$ cat src/hw/tcc_pkg.sv
// Purpose: Shared constants and types for the timer channel counter control block.
// Assumes: Avalon-MM slave with 32-bit data, byte addresses, one word per register.
// Notes:   Reserved control/status bits always read back as zero.
`default_nettype none
package tcc_pkg;
	localparam int DATA_W = 32;
	localparam int ADDR_W = 5;
	localparam int CNT_W  = 24;
	localparam int PS_W   = 21;

	localparam logic [4:0] OFS_CSR   = 5'h00;
	localparam logic [4:0] OFS_LOAD  = 5'h04;
	localparam logic [4:0] OFS_MATCH = 5'h08;
	localparam logic [4:0] OFS_COUNT = 5'h0C;
	localparam logic [4:0] OFS_PRESC = 5'h10;

	localparam int BIT_RUN     = 0;
	localparam int BIT_WRAP_IE = 1;
	localparam int BIT_MATCH_IE = 2;
	localparam int MODE_LSB    = 4;
	localparam int BIT_INV     = 8;
	localparam int BIT_TRM     = 9;
	localparam int BIT_DIR     = 11;
	localparam int BIT_DI      = 12;
	localparam int BIT_DO      = 13;
	localparam int BIT_PCE     = 15;
	localparam int BIT_WRAP_F  = 20;
	localparam int BIT_MATCH_F = 21;
	localparam int PSRC_LSB    = 21;

	localparam logic [23:0] RSV_MASK   = 24'hCF4408;
	localparam logic [23:0] LOAD_RST   = 24'h000000;
	localparam logic [23:0] MATCH_RST  = 24'h000000;
	localparam logic [23:0] PRESC_RST  = 24'h000000;

	typedef enum logic [3:0] {
		MODE_GPIO     = 4'h0,
		MODE_PULSE    = 4'h1,
		MODE_TOGGLE   = 4'h2,
		MODE_EVENT    = 4'h3,
		MODE_WIDTH    = 4'h4,
		MODE_PERIOD   = 4'h5,
		MODE_CAPTURE  = 4'h6,
		MODE_PWM      = 4'h7,
		MODE_WD_PULSE = 4'h9,
		MODE_WD_TOG   = 4'hA
	} tcc_mode_t;

	typedef struct packed {
		logic       run;
		logic       wrap_ie;
		logic       match_ie;
		logic [3:0] mode;
		logic       pin_polarity_flip;
		logic       reload_on_match;
		logic       dir;
		logic       dout;
		logic       prescaled_clock_sel;
	} tcc_ctrl_t;

	localparam tcc_ctrl_t CTRL_RST = '0;
endpackage : tcc_pkg
`default_nettype wire

$ cat src/hw/tcc_timer.sv
// Purpose: One 24-bit timer channel with preload/reload, pin I/O and status flags.
// Assumes: All inputs synchronous to CORE_CLK; one register access per request.
// Notes:   Acknowledge inputs stand for servicing of the matching interrupt.
// Summary of operation
// - Timer and watchdog modes preload count from load value on first tick after run.
// - With reload set, timer/watchdog reload on next tick after reaching match.
// - Modulation mode with reload set reloads on the tick after each overflow.
// - Width/period modes with reload and run preload on each active pin edge.
// - Without reload the count simply increments on each tick.
// - Watchdog modes also reload when load value is written while running.
// - Resets clear reload, direction, sample and drive bits.
// - Direction bit makes pin an output, only in general-purpose mode.
// - Sample bit holds pin level, inverted when polarity bit set.
// - General-purpose output drives drive bit onto pin, polarity applied.
// - Clock select picks half-rate or pin tick, or prescaler output.
// - Two-bit source field chooses what feeds the prescaler.
// - Overflow sets wrap flag; write one or service clears it.
// - Resets, stop, or clearing run also clear the wrap flag.
// - Match flag sets after N-M+1 ticks, or when a measurement completes.
// - Match flag clears by write one, service, resets, stop, or run clear.
// - Reserved control bits read zero; software writes zero there.
// - Write-only 24-bit load register feeds every preload and reload.
// - Match register compared every tick while running; unused in measurement.
// - Count register live in timing modes, captured on edge in measurement.
// - Polarity bit inverts sensed edge or level and driven output.
// - Four-bit mode field selects one of ten operating modes.
`default_nettype none
module tcc_timer #(
	parameter int PRESC_W = tcc_pkg::PS_W
) (
	input  wire logic                       CORE_CLK,
	input  wire logic                       RST,
	input  wire logic [tcc_pkg::ADDR_W-1:0] AVS_ADDRESS,
	input  wire logic                       AVS_READ,
	input  wire logic                       AVS_WRITE,
	input  wire logic [tcc_pkg::DATA_W-1:0] AVS_WRITEDATA,
	output logic      [tcc_pkg::DATA_W-1:0] AVS_READDATA,
	output logic                            AVS_WAITREQUEST,
	input  wire logic                       SW_RESET,
	input  wire logic                       STOP_IN,
	input  wire logic                       WRAP_ACK,
	input  wire logic                       MATCH_ACK,
	input  wire logic [2:0]                 PRESC_PIN_IN,
	input  wire logic                       TIMER_PIN_I,
	output logic                            TIMER_PIN_O,
	output logic                            TIMER_PIN_OE,
	output logic                            WRAP_IRQ,
	output logic                            MATCH_IRQ
);
	localparam int W = tcc_pkg::CNT_W;

	initial begin
		if (PRESC_W < 1 || PRESC_W > tcc_pkg::PS_W)
			$error("PRESC_W out of range");
	end

	tcc_pkg::tcc_ctrl_t ctrl;
	logic [W-1:0]       preload;
	logic [W-1:0]       match_val;
	logic [W-1:0]       cnt;
	logic [W-1:0]       capture;
	logic [PRESC_W-1:0] presc_div;
	logic [1:0]         presc_src;
	logic [PRESC_W-1:0] presc_cnt;
	logic               ack;
	logic               wrap_flag;
	logic               match_flag;
	logic               di;
	logic               di_prev;
	logic               half_tick;
	logic [2:0]         ppin_prev;
	logic               first_pend;
	logic               reload_pend;
	logic               out_lvl;

	logic               req;
	logic               wr_go;
	logic               wr_csr;
	logic               run_rise;
	logic               run_fall;
	logic               is_meas;
	logic               is_wd;
	logic               is_out;
	logic               rise;
	logic               fall;
	logic               src_tick;
	logic               presc_tick;
	logic               tick;
	logic               load_now;
	logic [W-1:0]       cnt_upd;
	logic               wrap;
	logic               match_hit;
	logic               meas_done;
	logic               meas_load;
	logic               wd_write;
	logic [W-1:0]       csr_rd;
	logic [3:0]         mode;

	// Bus handshake: one wait state, so read data always comes from a flop
	assign req             = AVS_READ || AVS_WRITE;
	assign AVS_WAITREQUEST = req && !ack;
	assign wr_go           = AVS_WRITE && ack;
	assign wr_csr          = wr_go && AVS_ADDRESS == tcc_pkg::OFS_CSR;
	assign run_rise        = wr_csr && AVS_WRITEDATA[tcc_pkg::BIT_RUN] && !ctrl.run;
	assign run_fall        = wr_csr && !AVS_WRITEDATA[tcc_pkg::BIT_RUN] && ctrl.run;

	assign mode    = ctrl.mode;
	assign is_meas = mode == tcc_pkg::MODE_WIDTH || mode == tcc_pkg::MODE_PERIOD
		|| mode == tcc_pkg::MODE_CAPTURE;
	assign is_wd   = mode == tcc_pkg::MODE_WD_PULSE || mode == tcc_pkg::MODE_WD_TOG;
	assign is_out  = mode == tcc_pkg::MODE_PULSE || mode == tcc_pkg::MODE_TOGGLE
		|| mode == tcc_pkg::MODE_PWM || is_wd;

	assign rise = di && !di_prev;
	assign fall = !di && di_prev;

	assign src_tick = presc_src == 2'h0 ? half_tick
		: PRESC_PIN_IN[presc_src - 2'h1] && !ppin_prev[presc_src - 2'h1];
	assign presc_tick = src_tick && presc_cnt == '0;

	assign tick = ctrl.run && (ctrl.prescaled_clock_sel ? presc_tick
		: (mode == tcc_pkg::MODE_EVENT ? rise : half_tick));

	assign load_now  = first_pend || reload_pend;
	assign cnt_upd   = load_now ? preload : cnt + 1'b1;
	assign wrap      = tick && !load_now && &cnt && !meas_load;
	assign match_hit = tick && !is_meas && cnt_upd == match_val;
	assign meas_done = ctrl.run && ((mode == tcc_pkg::MODE_WIDTH) ? fall
		: (is_meas && rise));
	assign meas_load = ctrl.run && ctrl.reload_on_match && rise
		&& (mode == tcc_pkg::MODE_WIDTH || mode == tcc_pkg::MODE_PERIOD);
	assign wd_write  = wr_go && AVS_ADDRESS == tcc_pkg::OFS_LOAD && ctrl.run && is_wd;

	always_ff @(posedge CORE_CLK) begin
		if (RST) begin
			ack <= 1'b0;
		end else begin
			ack <= req && !ack;
		end
	end

	// Control register; software reset drops every control field
	always_ff @(posedge CORE_CLK) begin
		if (RST || SW_RESET) begin
			ctrl <= tcc_pkg::CTRL_RST;
		end else if (wr_csr) begin
			ctrl.run      <= AVS_WRITEDATA[tcc_pkg::BIT_RUN];
			ctrl.wrap_ie  <= AVS_WRITEDATA[tcc_pkg::BIT_WRAP_IE];
			ctrl.match_ie <= AVS_WRITEDATA[tcc_pkg::BIT_MATCH_IE];
			ctrl.mode     <= AVS_WRITEDATA[tcc_pkg::MODE_LSB +: 4];
			ctrl.pin_polarity_flip      <= AVS_WRITEDATA[tcc_pkg::BIT_INV];
			ctrl.reload_on_match      <= AVS_WRITEDATA[tcc_pkg::BIT_TRM];
			ctrl.dir      <= AVS_WRITEDATA[tcc_pkg::BIT_DIR];
			ctrl.dout     <= AVS_WRITEDATA[tcc_pkg::BIT_DO];
			ctrl.prescaled_clock_sel      <= AVS_WRITEDATA[tcc_pkg::BIT_PCE];
		end
	end

	always_ff @(posedge CORE_CLK) begin
		if (RST) begin
			preload   <= tcc_pkg::LOAD_RST;
			match_val <= tcc_pkg::MATCH_RST;
			presc_div <= tcc_pkg::PRESC_RST[PRESC_W-1:0];
			presc_src <= tcc_pkg::PRESC_RST[tcc_pkg::PSRC_LSB +: 2];
		end else if (wr_go) begin
			if (AVS_ADDRESS == tcc_pkg::OFS_LOAD)
				preload <= AVS_WRITEDATA[W-1:0];
			if (AVS_ADDRESS == tcc_pkg::OFS_MATCH)
				match_val <= AVS_WRITEDATA[W-1:0];
			if (AVS_ADDRESS == tcc_pkg::OFS_PRESC) begin
				presc_div <= AVS_WRITEDATA[PRESC_W-1:0];
				presc_src <= AVS_WRITEDATA[tcc_pkg::PSRC_LSB +: 2];
			end
		end
	end

	always_ff @(posedge CORE_CLK) begin
		if (RST || SW_RESET) begin
			di        <= 1'b0;
			di_prev   <= 1'b0;
			ppin_prev <= 3'h0;
		end else begin
			di        <= TIMER_PIN_I ^ ctrl.pin_polarity_flip;
			di_prev   <= di;
			ppin_prev <= PRESC_PIN_IN;
		end
	end

	// Half-rate enable and prescaler divider
	always_ff @(posedge CORE_CLK) begin
		if (RST) begin
			half_tick <= 1'b0;
			presc_cnt <= '0;
		end else begin
			half_tick <= !half_tick;
			if (src_tick)
				presc_cnt <= presc_tick ? presc_div : presc_cnt - 1'b1;
		end
	end

	// Counter and its preload/reload sequencing
	always_ff @(posedge CORE_CLK) begin
		if (RST || SW_RESET || run_rise) begin
			cnt         <= '0;
			first_pend  <= run_rise;
			reload_pend <= 1'b0;
		end else if (wd_write) begin
			cnt         <= AVS_WRITEDATA[W-1:0];
			first_pend  <= 1'b0;
			reload_pend <= 1'b0;
		end else if (meas_load) begin
			cnt        <= preload;
			first_pend <= 1'b0;
		end else if (tick) begin
			cnt        <= cnt_upd;
			first_pend <= 1'b0;
			reload_pend <= ctrl.reload_on_match && ((match_hit && mode != tcc_pkg::MODE_PWM)
				|| (wrap && mode == tcc_pkg::MODE_PWM));
		end else if (!ctrl.reload_on_match) begin
			reload_pend <= 1'b0;
		end
	end

	always_ff @(posedge CORE_CLK) begin
		if (RST) begin
			capture <= '0;
		end else if (meas_done) begin
			capture <= cnt;
		end
	end

	// wrap flag; set beats write-one and service
	always_ff @(posedge CORE_CLK) begin
		if (RST || SW_RESET || STOP_IN || run_fall) begin
			wrap_flag <= 1'b0;
		end else if (wrap) begin
			wrap_flag <= 1'b1;
		end else if (WRAP_ACK || (wr_csr && AVS_WRITEDATA[tcc_pkg::BIT_WRAP_F])) begin
			wrap_flag <= 1'b0;
		end
	end

	always_ff @(posedge CORE_CLK) begin
		if (RST || SW_RESET || STOP_IN || run_fall) begin
			match_flag <= 1'b0;
		end else if (match_hit || meas_done) begin
			match_flag <= 1'b1;
		end else if (MATCH_ACK || (wr_csr && AVS_WRITEDATA[tcc_pkg::BIT_MATCH_F])) begin
			match_flag <= 1'b0;
		end
	end

	// Output waveform level before polarity
	always_ff @(posedge CORE_CLK) begin
		if (RST || SW_RESET || run_rise) begin
			out_lvl <= 1'b0;
		end else if (tick) begin
			case (mode)
				tcc_pkg::MODE_PULSE:    out_lvl <= match_hit;
				tcc_pkg::MODE_TOGGLE:   out_lvl <= out_lvl ^ match_hit;
				tcc_pkg::MODE_PWM:      out_lvl <= wrap | (out_lvl & !match_hit);
				tcc_pkg::MODE_WD_PULSE: out_lvl <= wrap;
				tcc_pkg::MODE_WD_TOG:   out_lvl <= out_lvl ^ wrap;
				default:                out_lvl <= 1'b0;
			endcase
		end
	end

	always_ff @(posedge CORE_CLK) begin
		if (RST) begin
			TIMER_PIN_O  <= 1'b0;
			TIMER_PIN_OE <= 1'b0;
		end else if (mode == tcc_pkg::MODE_GPIO) begin
			TIMER_PIN_O  <= ctrl.dout ^ ctrl.pin_polarity_flip;
			TIMER_PIN_OE <= ctrl.dir;
		end else begin
			TIMER_PIN_O  <= out_lvl ^ ctrl.pin_polarity_flip;
			TIMER_PIN_OE <= is_out;
		end
	end

	always_comb begin
		csr_rd = '0;
		csr_rd[tcc_pkg::BIT_RUN]      = ctrl.run;
		csr_rd[tcc_pkg::BIT_WRAP_IE]  = ctrl.wrap_ie;
		csr_rd[tcc_pkg::BIT_MATCH_IE] = ctrl.match_ie;
		csr_rd[tcc_pkg::MODE_LSB +: 4] = ctrl.mode;
		csr_rd[tcc_pkg::BIT_INV]      = ctrl.pin_polarity_flip;
		csr_rd[tcc_pkg::BIT_TRM]      = ctrl.reload_on_match;
		csr_rd[tcc_pkg::BIT_DIR]      = ctrl.dir;
		csr_rd[tcc_pkg::BIT_DI]       = di;
		csr_rd[tcc_pkg::BIT_DO]       = ctrl.dout;
		csr_rd[tcc_pkg::BIT_PCE]      = ctrl.prescaled_clock_sel;
		csr_rd[tcc_pkg::BIT_WRAP_F]   = wrap_flag;
		csr_rd[tcc_pkg::BIT_MATCH_F]  = match_flag;
	end

	// Load register is write-only, so its offset reads zero like unmapped ones
	always_ff @(posedge CORE_CLK) begin
		if (RST) begin
			AVS_READDATA <= '0;
		end else if (AVS_READ && !ack) begin
			case (AVS_ADDRESS)
				tcc_pkg::OFS_CSR:   AVS_READDATA <= {8'h00, csr_rd};
				tcc_pkg::OFS_MATCH: AVS_READDATA <= {8'h00, match_val};
				tcc_pkg::OFS_COUNT: AVS_READDATA <= {8'h00, is_meas ? capture : cnt};
				tcc_pkg::OFS_PRESC: AVS_READDATA <= 32'(presc_div)
					| ({30'h0, presc_src} << tcc_pkg::PSRC_LSB);
				default:            AVS_READDATA <= '0;
			endcase
		end
	end

	assign WRAP_IRQ  = wrap_flag && ctrl.wrap_ie;
	assign MATCH_IRQ = match_flag && ctrl.match_ie;
endmodule : tcc_timer
`default_nettype wire

$ cat config.mk
export PLATFORM = sky130hd
export DESIGN_NAME = tcc_timer
export DESIGN_NICKNAME = d
export VERILOG_FILES = /design/src/hw/tcc_pkg.sv /design/src/hw/tcc_timer.sv
export SDC_FILE = /design/constraint.sdc
export NUM_CORES = 1
export LEC_CHECK = 0
export BUFFER_PORTS_ARGS = -buffer_cell sky130_fd_sc_hd__buf_4
export CAP_MARGIN = 20
export CORE_AREA = 2 2 135 137
export CTS_CLUSTER_SIZE = 30
export DETAILED_ROUTE_END_ITERATION = 10
export DIE_AREA = 0 0 137 139
export GPL_TIMING_DRIVEN = 0
export HOLD_SLACK_MARGIN = 0.08
export PLACE_DENSITY_LB_ADDON = 0.2
export SYNTH_ARGS = -nofsm -noshare
export SYNTH_HDL_FRONTEND = slang
export SYNTH_SLANG_ARGS = --single-unit
$ cat constraint.sdc
create_clock -name CORE_CLK -period 3.55 [get_ports CORE_CLK]
set_input_delay 0.1775 -clock CORE_CLK [delete_from_list [all_inputs] [get_ports CORE_CLK]]
set_output_delay 0.1775 -clock CORE_CLK [all_outputs]
set_load 0.01 [all_outputs]
==> reports/qor.json <==
{
  "peakVddDrop_mv": 0.501,
  "core_area_um2": 17700,
  "dominant_cells_by_area_after_synthesis": "sky130_fd_sc_hd__dfxtp_1, sky130_fd_sc_hd__nand2_1, sky130_fd_sc_hd__a21oi_1",
  "portBuffers": 68,
  "tightest_slew_ns": 0.942,
  "drt_pass1_iterations": 6,
  "final_net_count": 1574,
  "footprint_of_the_multi_input_gates_um2": 6270,
  "clk_root_buffer_cell": "sky130_fd_sc_hd__clkbuf_16",
  "post_route_cells_drive_above_1_share_pct": 11.5,
  "worst_skew_pair.late_latency_ns": 0.44,
  "critical-path-max-stage-delay_ns": 0.67,
  "cpMaxStageDelayCell": "sky130_fd_sc_hd__dfxtp_1",
  "clock-skew-final_ns": 0.0111,
  "routed-via-count": 11500,
  "syn_inst": 1390,
  "synthesis.area_per_instance_um2": 7.59,
  "postRouteWirelength_mm": 40.6,
  "mappedNetlistArea_um2": 10500,
  "tritoncts": "built",
  "critical_path.top_delay_family": "simple AND/OR/NAND/NOR gates",
  "worstPathMaxFanout": 8,
  "worstSetupEndpointType": "register",
  "place.gp.congestion": 1.07,
  "std_cell_rows": 49,
  "grt.total_usage_pct": 42.2,
  "worst-endpoint-arrival_ns": 3.84,
  "start_util_pct": 59.7,
  "maximum_number_of_pins_on_one_net_before_global_route_repair": 19,
  "hold_slack_ns": 0.118,
  "grt_first_pass_wirelength_mm": 60.6,
  "critPathRequiredTime_ns": 3.89,
  "dieHeight_um": 139,
  "route.antenna.remaining_nets": 0,
  "die_area_um2": 19000,
  "final-max-slew-violation-count": 0,
  "timing.critical_path.buf_inv": 0,
  "grt_setup_unrepaired": "false",
  "antenna_found_initial": 0,
  "clkSinkCount": 190,
  "timing.setup.critical_path_class": "register to register",
  "drc_errors": 0,
  "outcome": "finished, final reports clean",
  "count_of_yosys_warnings_during_synthesis": 0,
  "grt_pass1_vias": 10500,
  "final_cell_area_um2": 12400,
  "width_of_the_chip_um": 137,
  "routed_via_density": 6.50,
  "clock_path_buffers": 2,
  "final_min_period_over_clock_period_pct": 98.5,
  "cts_inserted_buffers": 17,
  "p_per_area_nw_per_um2": 474,
  "gr-total-overflow": 0,
  "n_fill_cell": 1499,
  "most_repeated_cell_in_the_gate_level_netlist_after_synthesis": "sky130_fd_sc_hd__nand2_1",
  "setup_violation_total_in_the_final_timing_report": 0,
  "worst-r2r-setup-slack_ns": 0.05,
  "seq_area_frac_synth_pct": 36.2,
  "setup-tns-final_ns": 0,
  "max_clock_freq_mhz": 286,
  "synth-main-ff-cell": "sky130_fd_sc_hd__dfxtp_1",
  "dr.first_iter.drc_count": 1473,
  "area.growth.synth_to_final_pct": 17.9,
  "synth_common_cells": "sky130_fd_sc_hd__nand2_1, sky130_fd_sc_hd__dfxtp_1, sky130_fd_sc_hd__a21oi_1",
  "synth_cell_types": 79,
  "antenna-diode-count": 0,
  "top_level_ports": 86,
  "timing.final.hold_violations": 0,
  "worst_setup_hold_path_clk_slew_ns": 0.08,
  "total_leakage_power_nw": 4.53,
  "timing.slew.headroom_pct": 36.7,
  "postSynth.asyncResetShare_pct": 0,
  "netlist.top_cell.by_area": "sky130_fd_sc_hd__dfxtp_1",
  "ys_seq_elements": 190,
  "synth_top_area_share_pct": 35.9,
  "synth-edff-count": 1,
  "class_of_the_tightest_hold_or_removal_check": "primary input to register",
  "max_cap_violations": 0,
  "post-route-min-period_ns": 3.50,
  "avgRoutedWirePerCell_um": 23.0,
  "crit_chain": "nand3_1 -> nor4_4 -> a21oi_1 -> or3_1 -> a2111oi_1 -> and4b_1 -> a31oi_1 -> o31a_1 -> a41o_1",
  "hpwl_mm": 30.3,
  "seqCellArea_um2": 3820,
  "htreeDepth": 4,
  "placed_area_um2": 11400,
  "critPathLaunchType": "register"
}
-- report_power, final --
part	switching (mW)	leakage [nW]	internal (mW)	total, mW
sequential	0.118	1.54	2.23	2.35
clock	0.958	0.282	0.944	1.90
combinational	0.998	2.71	0.646	1.64
-- final timing paths --
| kind | start | end | cells after the start |
|---|---|---|---|
| worst max register to register | cnt[15] | out_lvl | 9 |
| worst max-delay path | cnt[15] | out_lvl | 9 |
| worst min register to register | presc_div[11] | presc_div[11] | 2 |
| worst min-delay path | SW_RESET | di_prev | 3 |
-- kinds of logic (layout without fill, tap and decap cells) --
| kind of cell | count (synthesis) | after routing | synth area share [%] |
|---|---|---|---|
| simple gates | 589 | 589 | 26.3 |
| compound gates | 343 | 343 | 20.9 |
| flops | 190 | 190 | 36.2 |
| buf+inv | 148 | 285 | 5.74 |
| mux | 62 | 62 | 5.88 |
| xor+xnor | 53 | 53 | 4.53 |
| fa+ha+maj | 4 | 4 | 0.474 |
| other cells | 1 | 8 | 0.0355 |
-- per-stage QoR --
stage	setup slack, ns	power [mW]	cells	util, %
6_report	0.0536	5.90	1763	70.4
5_1_grt	0.00611	6.13	1763	70.4
4_1_cts	0.0301	5.81	1759	69.8
3_5_place_dp	-0.372	3.94	1695	64.5
3_3_place_gp	-0.516	3.90	1694	64.4
2_1_floorplan	0.491	3.54	1397	-
-- worst reg2reg max path, cell delays in order, from the launching register on --
cell and delay, ns:
sky130_fd_sc_hd__dfxtp_1 0.67, sky130_fd_sc_hd__nand3_1 0.35, sky130_fd_sc_hd__nor4_4 0.32, sky130_fd_sc_hd__a21oi_1 0.17
sky130_fd_sc_hd__or3_1 0.37, sky130_fd_sc_hd__a2111oi_1 0.51, sky130_fd_sc_hd__and4b_1 0.39, sky130_fd_sc_hd__a31oi_1 0.11
sky130_fd_sc_hd__o31a_1 0.30, sky130_fd_sc_hd__a41o_1 0.20
-- placed cells by master (no fill, tap or decap), drive strengths merged, types with 12 or more instances in the layout --
| cell | n |
|---|---|
| a22oi | 24 |
| buf | 100 |
| a211oi | 26 |
| a21oi | 140 |
| dfxtp | 189 |
| mux2i | 62 |
| nand4 | 16 |
| or3 | 17 |
| nand3 | 48 |
| inv | 31 |
| dlygate4sd3 | 32 |
| nor2 | 140 |
| nor4 | 22 |
| xor2 | 18 |
| o221ai | 27 |
| nor3 | 23 |
| nand2 | 247 |
| o22ai | 12 |
| xnor2 | 34 |
| clkbuf | 113 |
| o21ai | 48 |
-- per-layer routing --
layer  wire (µm)  vias up  GRT usage, %
met2       17400      799          62.5
met1       15300     5302          56.1
met4        2880        0          25.9
met5           0        -             0
met3        4920      159          8.66
li1            -     5193             -
-- flip-flops by register name, summed over array words and instances, names as in the netlist, 2 cells and up --
name	cells
AVS_READDATA	24
capture	24
cnt	24
match_val	24
preload	24
presc_cnt	21
presc_div	21
csr_rd	8
mode	4
ppin_prev	3
presc_src	2
-- timing repair --
action | 4_1_cts | 5_1_grt
pin swaps | 0 | 4
hold buffers | 32 | 0
buffers inserted | 1 | 4
gates resized for setup | 12 | 25
endpoints found under the hold margin | 87 | 0
cloned | 0 | 0
endpoints found under the setup margin | 4 | 12
-- area by class of cell --
class	instances	share of cell area [%]
Clock buffer	18	3.53
Multi-Input combinational cell	1059	50.5
Inverter	26	0.785
Tap cell	229	2.30
Buffer	121	4.16
Clock inverter	14	1.04
Timing Repair Buffer	106	7.04
Sequential cell	190	30.7
Note: power is estimated with default switching activity, not from simulation.
